### src/bad_map.svh
// Address map, field positions and reset values for the board decoder
`ifndef BAD_MAP_SVH
`define BAD_MAP_SVH

`define BAD_ADDR_W         24
`define BAD_IO_W           10
`define BAD_DATA_W         8
`define BAD_IO_SEL_N       7

// Memory regions, inclusive bounds
`define BAD_SYS_DRAM_LO    24'h000000
`define BAD_SYS_DRAM_HI    24'h09FFFF
`define BAD_FLASH_WIN_LO   24'h0B0000
`define BAD_FLASH_WIN_HI   24'h0B7FFF
`define BAD_VID_BIOS_LO    24'h0C0000
`define BAD_VID_BIOS_HI    24'h0CBFFF
`define BAD_SRAM_WIN_LO    24'h0DC000
`define BAD_SRAM_WIN_HI    24'h0DFFFF
`define BAD_SYS_BIOS_LO    24'h0E0000
`define BAD_SYS_BIOS_HI    24'h0FFFFF
`define BAD_EXT_DRAM_LO    24'h100000
`define BAD_EXT_DRAM_HI    24'h3FFFFF
`define BAD_BIG_DRAM_LO    24'h400000
`define BAD_BIG_DRAM_HI    24'hFFFFFF

// Flash and SRAM window geometry
`define BAD_FLASH_OFS_W    15
`define BAD_FLASH_ADDR_W   23
`define BAD_SRAM_OFS_W     14

// I/O regions, inclusive bounds on the low ten address bits
`define BAD_IO_ALT_RESET   10'h0EF
`define BAD_IO_ADDR_GATE   10'h0EE
`define BAD_IO_SETUP_LO    10'h022
`define BAD_IO_SETUP_HI    10'h023
`define BAD_IO_TIMER_LO    10'h040
`define BAD_IO_TIMER_HI    10'h043
`define BAD_IO_GENERAL_LO  10'h080
`define BAD_IO_GENERAL_HI  10'h08F
`define BAD_IO_PAGE_LO     10'h2A0
`define BAD_IO_PAGE_HI     10'h2A1

// Index of each I/O select
`define BAD_IOS_RESET      0
`define BAD_IOS_GATE       1
`define BAD_IOS_SETUP      2
`define BAD_IOS_TIMER      3
`define BAD_IOS_GENERAL    4
`define BAD_IOS_PAGE_LO    5
`define BAD_IOS_PAGE_HI    6

// Index of each memory window in the decode table
`define BAD_MEM_RG_N       7
`define BAD_MRG_SYS_DRAM   0
`define BAD_MRG_EXT_DRAM   1
`define BAD_MRG_BIG_DRAM   2
`define BAD_MRG_SYS_BIOS   3
`define BAD_MRG_VID_BIOS   4
`define BAD_MRG_SRAM       5
`define BAD_MRG_FLASH      6

`define BAD_PAGE_RST       8'h00

`endif

### src/bad_pkg.sv
// Types shared by the board decoder modules
`include "bad_map.svh"

package bad_pkg;

  typedef logic [`BAD_ADDR_W-1:0]   bad_addr_t;
  typedef logic [`BAD_DATA_W-1:0]   bad_data_t;
  typedef logic [`BAD_IO_SEL_N-1:0] bad_io_sel_t;

  typedef enum logic [0:0] {
    BAD_IDLE,
    BAD_BUSY
  } bad_state_t;

  typedef struct packed {
    logic      cyc;
    logic      mio;
    logic      wr;
    bad_addr_t addr;
    bad_data_t wdata;
  } bad_bus_t;

  typedef struct packed {
    logic dram;
    logic sys_bios;
    logic vid_bios;
    logic sram;
    logic flash;
  } bad_mem_sel_t;

endpackage : bad_pkg

### src/bad_dec_if.sv
// Carrier between the decoder top and its I/O region matcher
`timescale 1ns/1ps
`default_nettype none
`include "bad_map.svh"

interface bad_dec_if;
  import bad_pkg::*;

  logic [`BAD_IO_W-1:0] io_addr;
  bad_io_sel_t          io_sel;

  modport matcher (
    input  io_addr,
    output io_sel
  );

  modport user (
    output io_addr,
    input  io_sel
  );
endinterface : bad_dec_if

`default_nettype wire

### src/bad_io_match.sv
// I/O region matcher on the low ten address bits
`timescale 1ns/1ps
`default_nettype none
`include "bad_map.svh"

module bad_io_match (
  bad_dec_if.matcher dec
);
  import bad_pkg::*;

  localparam logic [`BAD_IO_W-1:0] LO [`BAD_IO_SEL_N] = '{
    `BAD_IO_ALT_RESET, `BAD_IO_ADDR_GATE, `BAD_IO_SETUP_LO,
    `BAD_IO_TIMER_LO, `BAD_IO_GENERAL_LO, `BAD_IO_PAGE_LO,
    `BAD_IO_PAGE_HI};
  localparam logic [`BAD_IO_W-1:0] HI [`BAD_IO_SEL_N] = '{
    `BAD_IO_ALT_RESET, `BAD_IO_ADDR_GATE, `BAD_IO_SETUP_HI,
    `BAD_IO_TIMER_HI, `BAD_IO_GENERAL_HI, `BAD_IO_PAGE_LO,
    `BAD_IO_PAGE_HI};

  // Upper bits never reach here, so every region repeats each 1K
  genvar i;
  generate
    for (i = 0; i < `BAD_IO_SEL_N; i++) begin : g_region
      assign dec.io_sel[i] = (dec.io_addr >= LO[i]) &&
                             (dec.io_addr <= HI[i]);
    end
  endgenerate
endmodule : bad_io_match

`default_nettype wire

### src/bad_top.sv
// Board address decoder: memory and I/O chip selects for the processor bus
//
// What this block does
// - I/O decode compares only address bits 9..0, range 0 to 3FF.
// - Peripherals answer again at every 1K alias over 64K I/O space.
// - Memory 0B0000-0B7FFF goes to flash through a 32KB paging window.
// - I/O 2A0 holds the flash page; 2A1 is latched but never used; software writes them first.
// - Flash activity indicator is active while a flash access is underway.
// - Memory 0DC000-0DFFFF selects a 16K window into battery SRAM.
// - BIOS shadow DRAM at 0E0000-0FFFFF, video BIOS shadow from 0C0000.
// - Memory 100000-3FFFFF selects extended or expanded_memory DRAM.
// - Large build adds 12MB DRAM from 400000; small build leaves it empty.
// - I/O 0EF selects the alternate processor reset control.
// - I/O 0EE selects the alternate high_address_gate control.
// - I/O 022-023 selects the chip_setup_control index/data pair.
// - I/O 040-043 selects the interval_timer.
// - I/O 080-08F selects general and DMA page registers.
`timescale 1ns/1ps
`default_nettype none
`include "bad_map.svh"

module bad_top #(
  parameter bit LARGE_BUILD = 1'b1
) (
  input  wire logic                        sys_clk,
  input  wire logic                        arst_n,
  input  wire logic                        bus_cyc,
  input  wire logic                        bus_mio,
  input  wire logic                        bus_wr,
  input  wire bad_pkg::bad_addr_t          bus_addr,
  input  wire bad_pkg::bad_data_t          bus_wdata,
  output var  logic                        sel_dram,
  output var  logic                        sel_sys_bios_shadow,
  output var  logic                        sel_vid_bios_shadow,
  output var  logic                        sel_sram,
  output var  logic [`BAD_SRAM_OFS_W-1:0]  sram_win_addr,
  output var  logic                        sel_flash,
  output var  logic [`BAD_FLASH_ADDR_W-1:0] flash_addr,
  output var  logic                        flash_led,
  output var  logic                        sel_alt_reset,
  output var  logic                        sel_high_address_gate,
  output var  logic                        sel_chip_setup_control,
  output var  logic                        sel_interval_timer,
  output var  logic                        sel_general_regs,
  output var  logic                        sel_expansion,
  output var  logic                        onboard_data_en
);
  import bad_pkg::*;

  localparam int PAGE_W = `BAD_FLASH_ADDR_W - `BAD_FLASH_OFS_W;

  typedef struct packed {
    bad_bus_t                      s1;
    bad_bus_t                      s2;
    bad_state_t                    st;
    bad_mem_sel_t                  mem;
    bad_io_sel_t                   io;
    logic                          ext;
    logic                          data_en;
    bad_data_t                     page_lo;
    bad_data_t                     page_hi;
    logic [`BAD_FLASH_ADDR_W-1:0]  faddr;
    logic [`BAD_SRAM_OFS_W-1:0]    saddr;
    logic                          armed;
  } bad_regs_t;

  bad_regs_t    q;
  bad_regs_t    d;
  bad_mem_sel_t mem_hit;
  logic         io_hit;
  bad_addr_t    a;

  bad_dec_if dec ();

  bad_io_match u_io_match (
    .dec (dec.matcher)
  );

  // Bus pins are asynchronous to sys_clk; decode only the second stage
  assign a           = q.s2.addr;
  assign dec.io_addr = a[`BAD_IO_W-1:0];

  // One table entry per memory window; the small build masks the top DRAM
  localparam int        MEM_N = `BAD_MEM_RG_N;
  localparam bad_addr_t MEM_LO [MEM_N] = '{
    `BAD_SYS_DRAM_LO,
    `BAD_EXT_DRAM_LO,
    `BAD_BIG_DRAM_LO,
    `BAD_SYS_BIOS_LO,
    `BAD_VID_BIOS_LO,
    `BAD_SRAM_WIN_LO,
    `BAD_FLASH_WIN_LO
  };
  localparam bad_addr_t MEM_HI [MEM_N] = '{
    `BAD_SYS_DRAM_HI,
    `BAD_EXT_DRAM_HI,
    `BAD_BIG_DRAM_HI,
    `BAD_SYS_BIOS_HI,
    `BAD_VID_BIOS_HI,
    `BAD_SRAM_WIN_HI,
    `BAD_FLASH_WIN_HI
  };
  localparam bit        MEM_ON [MEM_N] = '{
    1'b1,
    1'b1,
    LARGE_BUILD,
    1'b1,
    1'b1,
    1'b1,
    1'b1
  };

  logic [MEM_N-1:0]     mem_in;

  genvar r;
  generate
    for (r = 0; r < MEM_N; r++) begin : g_mem_region
      assign mem_in[r] = MEM_ON[r] && (a >= MEM_LO[r]) &&
                         (a <= MEM_HI[r]);
    end
  endgenerate

  always_comb begin
    mem_hit          = '0;
    mem_hit.dram     = mem_in[`BAD_MRG_SYS_DRAM] ||
                       mem_in[`BAD_MRG_EXT_DRAM] ||
                       mem_in[`BAD_MRG_BIG_DRAM];
    mem_hit.sys_bios = mem_in[`BAD_MRG_SYS_BIOS];
    mem_hit.vid_bios = mem_in[`BAD_MRG_VID_BIOS];
    mem_hit.sram     = mem_in[`BAD_MRG_SRAM];
    mem_hit.flash    = mem_in[`BAD_MRG_FLASH];
  end

  assign io_hit = |dec.io_sel;

  always_comb begin
    d    = q;
    d.s1 = '{cyc: bus_cyc, mio: bus_mio, wr: bus_wr,
             addr: bus_addr, wdata: bus_wdata};
    d.s2 = q.s1;
    d.armed = q.s2.cyc;
    case (q.st)
      BAD_IDLE: begin
        // Address and strobe move together at the pins, so decode waits
        // one more edge for a second-stage address that is surely settled
        if (q.s2.cyc && q.armed) begin
          d.st = BAD_BUSY;
          // Selects are frozen for the whole cycle so a drifting
          // address cannot glitch a chip select mid-access
          if (q.s2.mio) begin
            d.mem     = mem_hit;
            d.io      = '0;
            d.ext     = ~|mem_hit;
            d.data_en = |mem_hit;
          end else begin
            d.mem     = '0;
            d.io      = dec.io_sel;
            d.ext     = ~io_hit;
            d.data_en = io_hit & ~q.s2.wr;
            if (q.s2.wr && dec.io_sel[`BAD_IOS_PAGE_LO]) begin
              d.page_lo = q.s2.wdata;
            end
            if (q.s2.wr && dec.io_sel[`BAD_IOS_PAGE_HI]) begin
              d.page_hi = q.s2.wdata;
            end
          end
          // Write cycles never drive on-board data back to the bus
          if (q.s2.wr) begin
            d.data_en = 1'b0;
          end
          d.faddr = {q.page_lo[PAGE_W-1:0],
                     a[`BAD_FLASH_OFS_W-1:0]};
          d.saddr = a[`BAD_SRAM_OFS_W-1:0];
        end
      end
      BAD_BUSY: begin
        if (!q.s2.cyc) begin
          d.st      = BAD_IDLE;
          d.mem     = '0;
          d.io      = '0;
          d.ext     = 1'b0;
          d.data_en = 1'b0;
        end
      end
      default: begin
        d.st = BAD_IDLE;
      end
    endcase
  end

  always_ff @(posedge sys_clk or negedge arst_n) begin
    if (!arst_n) begin
      q         <= '0;
      q.st      <= BAD_IDLE;
      q.page_lo <= `BAD_PAGE_RST;
      q.page_hi <= `BAD_PAGE_RST;
    end else begin
      q <= d;
    end
  end

  // Every output is a plain copy of a state flip-flop
  assign sel_dram               = q.mem.dram;
  assign sel_sys_bios_shadow    = q.mem.sys_bios;
  assign sel_vid_bios_shadow    = q.mem.vid_bios;
  assign sel_sram               = q.mem.sram;
  assign sram_win_addr          = q.saddr;
  assign sel_flash              = q.mem.flash;
  assign flash_addr             = q.faddr;
  assign flash_led              = q.mem.flash;
  assign sel_alt_reset          = q.io[`BAD_IOS_RESET];
  assign sel_high_address_gate  = q.io[`BAD_IOS_GATE];
  assign sel_chip_setup_control = q.io[`BAD_IOS_SETUP];
  assign sel_interval_timer     = q.io[`BAD_IOS_TIMER];
  assign sel_general_regs       = q.io[`BAD_IOS_GENERAL];
  assign sel_expansion          = q.ext;
  assign onboard_data_en        = q.data_en;

endmodule : bad_top

`default_nettype wire

### config.mk
export PLATFORM = sky130hd
export DESIGN_NAME = bad_top
export DESIGN_NICKNAME = d
export VERILOG_FILES = /design/src/bad_pkg.sv /design/src/bad_dec_if.sv /design/src/bad_io_match.sv /design/src/bad_top.sv
export VERILOG_INCLUDE_DIRS = /design/src
export SDC_FILE = /design/constraint.sdc
export NUM_CORES = 1
export LEC_CHECK = 0
export ABC_AREA = 1
export BUFFER_PORTS_ARGS = -buffer_cell sky130_fd_sc_hd__buf_2
export CAP_MARGIN = 20
export CORE_UTILIZATION = 48
export CTS_CLUSTER_DIAMETER = 40
export DETAILED_ROUTE_END_ITERATION = 10
export PLACE_DENSITY = 0.71
export SETUP_SLACK_MARGIN = 0.05
export SYNTH_ARGS = -nofsm -noshare
export SYNTH_HDL_FRONTEND = slang
export SYNTH_SLANG_ARGS = --single-unit
### constraint.sdc
create_clock -name sys_clk -period 1.5 [get_ports sys_clk]
set_clock_uncertainty 0.15 [all_clocks]
set_input_delay 0.225 -clock sys_clk [delete_from_list [all_inputs] [get_ports sys_clk]]
set_output_delay 0.225 -clock sys_clk [all_outputs]
set_load 0.05 [all_outputs]
==> metrics.txt, run 1 <==
status finished, violations left; failing checks negative setup slack; GRT Util Overall 0.205; fin area 6210 um^2; Yosys Warn Count 0; total power slightly below 9 mW; worst setup margin -0.0489 ns; CTS Sinks between 100 and 150; TritonCTS clock tree built; critical path's slowest cell dfrtp_1; GR Overflow Total 0; maximum clock insertion buffer count 2; H-tree levels 4; mapped cell area 4110 um^2; routed length on met1 3.43 mm; area growth from synthesis to layout 51.3%; TritonRoute pass-1 iters 5; leading post-synthesis cells by cell area dfrtp_1 70%, nand2_1 9.2%, buf_4 6.9%, nor2_1 3.1%, inv_1 2.2%; DP Wirelength 4.71 mm; register area share after synthesis 0.701; Die ar. 8930 um^2; Static Leak 3.10 nW; CP Cell Sequence nor2_2 -> nand2_2 -> nor2_4 -> nand4_4 -> buf_12 -> nand2_2 -> o21ai_2; DP Area 4500 um^2; Pwr Density 1430 nW/um^2; worst-skew pair later-pin latency ~0.5 ns; DR vias/cell 4.67; crit share post-route 1.03; max frequency 646 MHz; Reg2Reg Launch Point a[4]; Synth top area share 0.701; worst slew pin tran ~0.31 ns; largest net degree at the start of global routing 62; Chip Width around 94 um; fin util 0.752; hold crit path type input port to async pin; Die H 94.5 um; Worst path max stage delay 0.43 ns; share of layout cells above drive strength 1 0.417; Setup crit end kind flip-flop; Final min period 1.55 ns; CP bufs+invs 1; ant diodes 0; drt wl/cell 14.0 um; CP Launch Type flip-flop; CTS Buf Count 17; Max VDD drop 0.862 mV; synthesized flop and latch total 115; Layout Nets 540; WP data required roughly 1.7 ns; DR vias between 2k and 3k; routed wl met2 4.65 mm; CP arrival 1.79 ns; Finished Layout Cells 620; Top Family by Delay on Critical Path simple AND/OR/NAND/NOR gates; Max Used Layer met4; RePlAce Congestion ~0.85; # setup viols final 8; Root Buffer clkbuf_8; routed wl met3 389 um; Port Buffers 86; Clock Pin Slew Worst Setup and Hold Paths 0.06 ns; maxcap violations 0; relative slew slack 0.793; Routed Antenna Nets 0; DP Cell Count 526; core area 8260 um^2; first-pass GRT wire length 13.3 mm; Final Hold Viols 0; TNS Setup -0.267 ns; Net Count, Synth 400; initial antenna violation count 0; largest area contributor in the netlist dfrtp_1; drt total wl 8.67 mm; Mean Syn Cell Area ~11 um^2; kind of critical path flip-flop to flip-flop; Initial DRC Count 130; Cells after Synth between 300 and 400; vias in the first global route 2834; Starting Density 0.497; Netlist cell types 21; row cnt 33; R2R Setup Slk -0.05 ns; drt drc 0; Crit path top cell by count nand2_2; cells on worst reg2reg path 7; RSZ-0062 raised after global routing yes; largest fanout on the critical path 8; I/O pin cnt 87; Max Transition Viols Final 0; R2R Path End q[46]
[Yosys cell counts]
library cell,instances
nor3_4,1
buf_6,1
a21oi_2,1
nor2_1,34
a32o_1,4
o21ai_0,9
nand3_1,8
buf_2,4
nand2_1,101
o21bai_1,1
nand3b_1,1
dfrtp_1,115
buf_4,38
inv_2,2
nand4_4,1
o21ai_2,8
nand4_1,2
nor3_1,1
clkbuf_1,2
o21ai_1,5
inv_1,24
[stage by stage]
stage	setup WS, ns	hold slack [ns]
floorplan	0.0435	-0.221
global placement	-0.0934	-0.114
detailed placement	-0.156	-0.113
CTS	-0.00356	0.117
global route	-0.0946	0.135
finish	-0.0489	0.119
[state kept, by name, indices dropped and copies added, names as in the netlist]
register                count
sel_sram                    1
flash_led                   1
q                          20
sel_high_address_gate       1
sel_chip_setup_control      1
sel_vid_bios_shadow         1
sel_dram                    1
sel_interval_timer          1
onboard_data_en             1
sel_alt_reset               1
a                          24
flash_addr                 23
sel_general_regs            1
sel_expansion               1
sel_sys_bios_shadow         1
d                          36
[worst reg2reg max path, cell delays in order, from the launching register on]
cell	delay (ns)
dfrtp_1	0.43
nor2_2	0.16
nand2_2	0.10
nor2_4	0.16
nand4_4	0.13
buf_12	0.18
nand2_2	0.06
o21ai_2	0.05
[timing repair]
action	in CTS	in global routing
gates resized for setup	102	56
endpoints found under the hold margin	150	0
hold buffers	37	0
setup endpoints to repair	92	84
gates cloned	0	1
pin swaps	6	17
setup buffers	9	16
[cells by family after synthesis]
family / share of synthesized area
DFF: 0.701
AOI/OAI and AO/OA: 0.0479
buffers and inverters: 0.103
and+or+nand+nor: 0.148
[layout make-up]
type / instances / area [um^2]
clock buffer: 22 / 483
clock inverter: 9 / 150
timing repair buffer: 166 / 1530
tap: 105 / 131
inverter: 26 / 105
sequential: 115 / 2880
multi-input combinational: 177 / 930
fill: 515 / 2050
[per-layer routing]
metal  up-vias  global-route usage
li1       1382                   -
met4         0              0.0972
met2       102               0.344
met5         -                   0
met1      1385               0.238
met3        24              0.0676
[worst max-delay path by stage]
stage	from	to	depth (start not counted)	slack, ns
detailed placement	a[2]	q[46]	6	-0.16
floorplan	q[68]	q[47]	5	0.04
global placement	a[2]	q[49]	6	-0.09
global route	a[4]	sel_expansion	10	-0.09
CTS	flash_led	sel_flash	1	-0.004
finish	a[4]	q[46]	7	-0.05
[layout by cell type, fill, tap and decap left out, types with 2 or more instances in the layout]
cell,count
bufinv_16,4
inv_2,5
nor2_2,13
nand3_1,5
o21ai_0,5
clkinv_2,3
dlygate4sd3_1,37
nor2_1,20
nand2_1,84
a32o_1,4
nand3_2,3
clkinvlp_4,2
buf_2,35
nand2_2,15
clkbuf_8,6
buf_4,32
buf_12,4
dfrtp_1,114
o21ai_1,9
clkbuf_16,17
nand4_1,2
inv_1,19
buf_6,57
o21ai_2,8
nand2_4,2
[power by group]
part	internal, mW	switching (mW)	total [mW]
clock	2.90	1.29	4.19
sequential	3.28	0.135	3.42
combinational	0.511	0.793	1.30
total	6.69	2.22	8.91
Power figures use the tool's default switching activity.
==> run 2, diff against run 1 <==
--- a/config.mk
+++ b/config.mk
@@ -14,6 +14,7 @@
 export DETAILED_ROUTE_END_ITERATION = 10
 export PLACE_DENSITY = 0.71
 export SETUP_SLACK_MARGIN = 0.05
+export SKIP_LAST_GASP = 1
 export SYNTH_ARGS = -nofsm -noshare
 export SYNTH_HDL_FRONTEND = slang
 export SYNTH_SLANG_ARGS = --single-unit
==> run 2 against run 1 <==
The run still ends with negative setup slack left; clock-buffer cell count did not move; wire length fell by 2.7%; flip-flop and latch count did not move; sequential share of layout area rose by 0.35 points; combinational power barely moved; largest cell class unchanged; setup slack improved by 0.027 ns; final cell count fell by 0.16%; critical path depth did not move; total power barely moved; sequential power barely moved; maximum frequency rose by 1.8%; clock power barely moved.
==> metrics.txt, run 2 (synthesis results as in run 1) <==
status finished, violations left; failing checks negative setup slack; I/O pin cnt 87 (unchanged); largest fanout on the critical path 16 (+8); Finished Layout Cells 619 (-0.16%); Final Hold Viols 0 (unchanged); commonest non-fill, non-tap cell in the layout dfrtp_1; CP arrival 1.76 ns (-0.03 ns); area growth from synthesis to layout 50.1%; Static Leak 3.08 nW (-0.50%); Port Buffers 86 (unchanged); Reg2Reg Launch Point a[4]; initial antenna violation count 0 (unchanged); DP Cell Count 526 (unchanged); RePlAce Congestion 0.848 (unchanged); CTS Buf Count 17 (unchanged); H-tree levels 4 (unchanged); share of layout cells above drive strength 1 0.401 (-0.0167); Final min period 1.52 ns (-0.0274 ns); Setup crit end kind flip-flop; hold crit path type input port to async pin; drt wl/cell 13.6 um (-2.5%); Crit path depth 7 (unchanged); core area 8260 um^2 (unchanged); TritonCTS clock tree built; commonest non-fill, non-tap cells in the layout 115 x dfrtp_1, 90 x nand2_1, 57 x buf_6, 37 x dlygate4sd3_1, 35 x buf_2; # setup viols final 11 (+3); Max Transition Viols Final 0 (unchanged); WP data required 1.74 ns (about the same); ant diodes 0 (unchanged); Max VDD drop 0.866 mV (+0.52%); CP Launch Type flip-flop; worst slew pin tran 0.312 ns (+0.00109 ns); CP Cell Sequence nor2_2 -> nand2_2 -> nor2_4 -> nand4_4 -> buf_12 -> nand2_1 -> o21ai_2; GR Overflow Total 0 (unchanged); DR vias 2879 (-0.48%); kind of critical path flip-flop to flip-flop; worst-skew pair later-pin latency 0.50 ns (about the same); Worst path max stage delay 0.43 ns (about the same); Layout Nets 539 (-0.19%); Pwr Density 1440 nW/um^2 (+0.73%); CTS Sinks 115 (unchanged); crit share post-route 1.01 (-0.0182); relative slew slack 0.792 (about the same); drt total wl 8.44 mm (-2.7%); critical path's slowest cell dfrtp_1; DR vias/cell 4.65 (-0.32%); Initial DRC Count 145 (+12%); Chip Width 94.5 um (unchanged); maximum clock insertion buffer count 2 (unchanged); R2R Path End q[48]; Die ar. 8930 um^2 (unchanged); first-pass GRT wire length 13.3 mm (unchanged); cells on worst reg2reg path 7 (unchanged); Top Family by Delay on Critical Path simple AND/OR/NAND/NOR gates; TritonRoute pass-1 iters 7 (+2); maxcap violations 0 (unchanged); Starting Density 0.497 (unchanged); CP bufs+invs 1 (unchanged); row cnt 33 (unchanged); Root Buffer clkbuf_8; largest net degree at the start of global routing 62 (unchanged); RSZ-0062 raised after global routing yes; Routed Antenna Nets 0 (unchanged); max frequency 657 MHz (+1.8%); hold_ws 0.117 ns (-0.00208 ns); # fillers 527 (+2.3%); GRT Util Overall 0.205 (unchanged); Die H 94.5 um (unchanged); drt drc 0 (unchanged); max reg flops 36 (unchanged); R2R Setup Slk -0.02 ns (+0.03 ns); worst setup margin -0.0216 ns (+0.0274 ns); DP Wirelength 4.71 mm (unchanged); Clock Pin Slew Worst Setup and Hold Paths 0.06 ns (about the same); vias in the first global route 2834 (unchanged)
[run 2: worst min-delay path: stages]
cell	delay, ns
dlygate4sd3_1	0.52
buf_4	0.14
buf_12	0.26
[run 2: worst max path at each step]
| stage | from | endpoint | slack [ns] |
|---|---|---|---|
| after floorplan | q[68] | q[47] | 0.04 |
| after global placement | a[2] | q[49] | -0.09 |
| after detailed placement | a[2] | q[46] | -0.16 |
| after CTS | a[2] | q[48] | -0.004 |
| after global routing | a[2] | sel_expansion | -0.10 |
| final | a[4] | q[48] | -0.02 |
[run 2: final cells by class]
cell class,count,area [um^2],share of cell area
Tap cell,105,131,0.0213
Clock inverter,9,150,0.0244
Multi-Input combinational cell,177,907,0.147
Clock buffer,22,483,0.0784
Inverter,26,105,0.0171
Timing Repair Buffer,165,1510,0.245
Sequential cell,115,2880,0.467
[run 2: layer usage]
| layer | track usage | part of all wire | up-vias |
|---|---|---|---|
| met5 | 0 | 0 | - |
| met4 | 0.0972 | 0.023 | 0 |
| met3 | 0.0676 | 0.043 | 22 |
| met2 | 0.344 | 0.54 | 97 |
| met1 | 0.238 | 0.40 | 1383 |
| li1 | - | - | 1377 |
[run 2: timing repair]
item | CTS | global route
gates resized for setup | 102 | 46
setup endpoints to repair | 92 | 84
buffers inserted | 9 | 16
pin swaps | 5 | 15
hold buffers | 37 | 0
endpoints found under the hold margin | 150 | 0
[run 2: where the power goes]
| part | leakage (nW) | internal (mW) | switching [mW] |
|---|---|---|---|
| logic | 1.36 | 0.510 | 0.789 |
| registers | 1.42 | 3.28 | 0.134 |
| clock network | 0.309 | 2.90 | 1.29 |
[run 2: through the flow]
step | setup slack [ns] | power (mW) | cell area [um^2] | setup TNS (ns) | utilization
floorplan | 0.0435 | 4.24 | 4110 | 0 | -
global placement | -0.0934 | 4.37 | 4500 | -0.701 | 0.545
detailed placement | -0.156 | 4.39 | 4500 | -1.15 | 0.545
CTS | -0.00367 | 8.87 | 5900 | -0.0105 | 0.715
global route | -0.102 | 9.22 | 6160 | -0.874 | 0.746
finish | -0.0216 | 8.90 | 6160 | -0.105 | 0.746
==> run 3, diff against run 2 <==
--- a/config.mk
+++ b/config.mk
@@ -9,10 +9,10 @@
 export ABC_AREA = 1
 export BUFFER_PORTS_ARGS = -buffer_cell sky130_fd_sc_hd__buf_2
 export CAP_MARGIN = 20
-export CORE_UTILIZATION = 48
+export CORE_UTILIZATION = 53
 export CTS_CLUSTER_DIAMETER = 40
 export DETAILED_ROUTE_END_ITERATION = 10
-export PLACE_DENSITY = 0.71
+export PLACE_DENSITY = 0.75
 export SETUP_SLACK_MARGIN = 0.05
 export SKIP_LAST_GASP = 1
 export SYNTH_ARGS = -nofsm -noshare
==> constraint.sdc (replaced) <==
create_clock -name sys_clk -period 1.59 [get_ports sys_clk]
set_clock_uncertainty 0.15 [all_clocks]
set_input_delay 0.2385 -clock sys_clk [delete_from_list [all_inputs] [get_ports sys_clk]]
set_output_delay 0.2385 -clock sys_clk [all_outputs]
set_load 0.05 [all_outputs]
==> run 3 against run 2 <==
Hold slack worse by 0.067 ns; sequential share of layout area grew 4.0 points; total power down 11%; the flow now finishes without violations; critical endpoint is now sel_expansion.
==> metrics.txt, run 3 (synthesis results as in run 1) <==
status finished, final reports clean; fin util 0.771 (+0.0246); largest net degree at the start of global routing 36 (-42%); CP bufs+invs 1 (unchanged); Die ar. 8100 um^2 (-9.2%); WP data required 1.84 ns (+0.10 ns); commonest non-fill, non-tap cell in the layout dfrtp_1; core area 7370 um^2 (-11%); Starting Density 0.557 (+0.0599); ant diodes 0 (unchanged); commonest non-fill, non-tap cells in the layout 113 x dfrtp_1, 96 x nand2_1, 47 x buf_4, 38 x buf_2, 36 x dlygate4sd3_1; fin area 5680 um^2 (-7.8%); hold_ws 0.0502 ns (-0.0671 ns); CP Launch Type flip-flop; largest fanout on the critical path 3 (-13); Max VDD drop 0.922 mV (+6.4%); Final min period 1.56 ns (+0.0396 ns); Die H 90.0 um (-4.7%); Top Family by Delay on Critical Path simple AND/OR/NAND/NOR gates; kind of critical path flip-flop to flip-flop; worst slew pin tran 0.399 ns (+0.0868 ns); CP arrival 1.81 ns (+0.05 ns); first-pass GRT wire length 12.9 mm (-3.0%); drt drc 0 (unchanged); DR vias 2851 (-0.97%); CTS Buf Count 17 (unchanged); initial antenna violation count 0 (unchanged); max frequency 641 MHz (-2.5%); vias in the first global route 2795 (-1.4%); Clock Pin Slew Worst Setup and Hold Paths 0.05 ns (about the same); TritonRoute pass-1 iters 5 (-2); worst-skew pair later-pin latency 0.51 ns (about the same); RSZ-0062 raised after global routing yes; Chip Width 90.0 um (-4.7%); Setup crit end kind flip-flop; GR Overflow Total 0 (unchanged); area growth from synthesis to layout 38.4%; row cnt 31 (-6.1%); DR vias/cell 4.82 (+3.7%); Max Transition Viols Final 0 (unchanged); relative slew slack 0.734 (-0.0579); DP Wirelength 4.67 mm (-0.83%); max reg flops 36 (unchanged); TNS Setup 0 ns (+0.105 ns); DP Area 4430 um^2 (-1.6%); Port Buffers 86 (unchanged); total power 7.89 mW (-11%); Layout Nets 516 (-4.3%); maximum clock insertion buffer count 2 (unchanged); Crit path top cell by count nand2_1; maxcap violations 0 (unchanged); RePlAce Congestion 0.871 (+2.6%); drt wl/cell 14.1 um (+3.6%); pre-CTS WS -0.0155 ns (+0.141 ns); share of layout cells above drive strength 1 0.358 (-0.0431); crit share post-route 0.982 (-0.0325); hold crit path type input port to async pin; critical path's slowest cell dfrtp_1; Static Leak 2.86 nW (-7.2%); Finished Layout Cells 591 (-4.5%); # fillers 449 (-15%); Final Hold Viols 0 (unchanged); drt total wl 8.36 mm (-1.0%); Worst path max stage delay 0.42 ns (about the same); H-tree levels 4 (unchanged); TritonCTS clock tree built; I/O pin cnt 87 (unchanged); GRT Util Overall 0.211 (+0.00553); Initial DRC Count 133 (-8.3%); Routed Antenna Nets 0 (unchanged); DP Cell Count 512 (-2.7%); CP Cell Sequence inv_2 -> nand2_1 -> nor2_2 -> nand3_2 -> nand2_1 -> nor2_1 -> nand3_1 -> nand2_1 -> nand2_1 -> nand2_1; Pwr Density 1390 nW/um^2 (-3.8%); Root Buffer clkbuf_8; worst setup margin 0.0288 ns (+0.0504 ns); # setup viols final 0 (-11); CTS Sinks 115 (unchanged)
[run 3: layout make-up]
cell class / instances / area, um^2 / share of cell area
repair buffers: 142 / 1120 / 0.198
well taps: 99 / 124 / 0.0218
flip-flops and latches: 115 / 2880 / 0.507
clock buffers: 23 / 477 / 0.0839
multi-input cells: 177 / 872 / 0.154
inverters: 26 / 103 / 0.0181
clock inverters: 9 / 103 / 0.0181
[run 3: what timing repair did]
action,in CTS,in global routing
resized for setup,31,59
hold endpoints to repair,150,0
hold buffers,36,0
endpoints found under the setup margin,52,61
buffers inserted,2,9
pin swaps,1,20
[run 3: layer usage]
layer | track usage | vias up | share of wire
li1 | - | 1330 | -
met1 | 0.245 | 1410 | 0.39
met2 | 0.351 | 98 | 0.53
met3 | 0.0702 | 13 | 0.058
met4 | 0.105 | 0 | 0.022
met5 | 0 | - | 0
[run 3: path summary, 6_finish.rpt]
path | startpoint | to | slack, ns | cells past startpoint
max in group asynchronous | arst_n | d[72] | 0.72 | 3
min reg2reg | d[74] | q[74] | 0.19 | 0
min in group sys_clk | d[74] | q[74] | 0.19 | 0
min | arst_n | a[21] | 0.05 | 2
max reg2reg | a[4] | sel_expansion | 0.03 | 10
max | a[4] | sel_expansion | 0.03 | 10
[run 3: power breakdown]
part / internal (mW) / switching, mW
clock network: 2.38 / 1.24
logic: 0.350 / 0.725
registers: 3.10 / 0.108
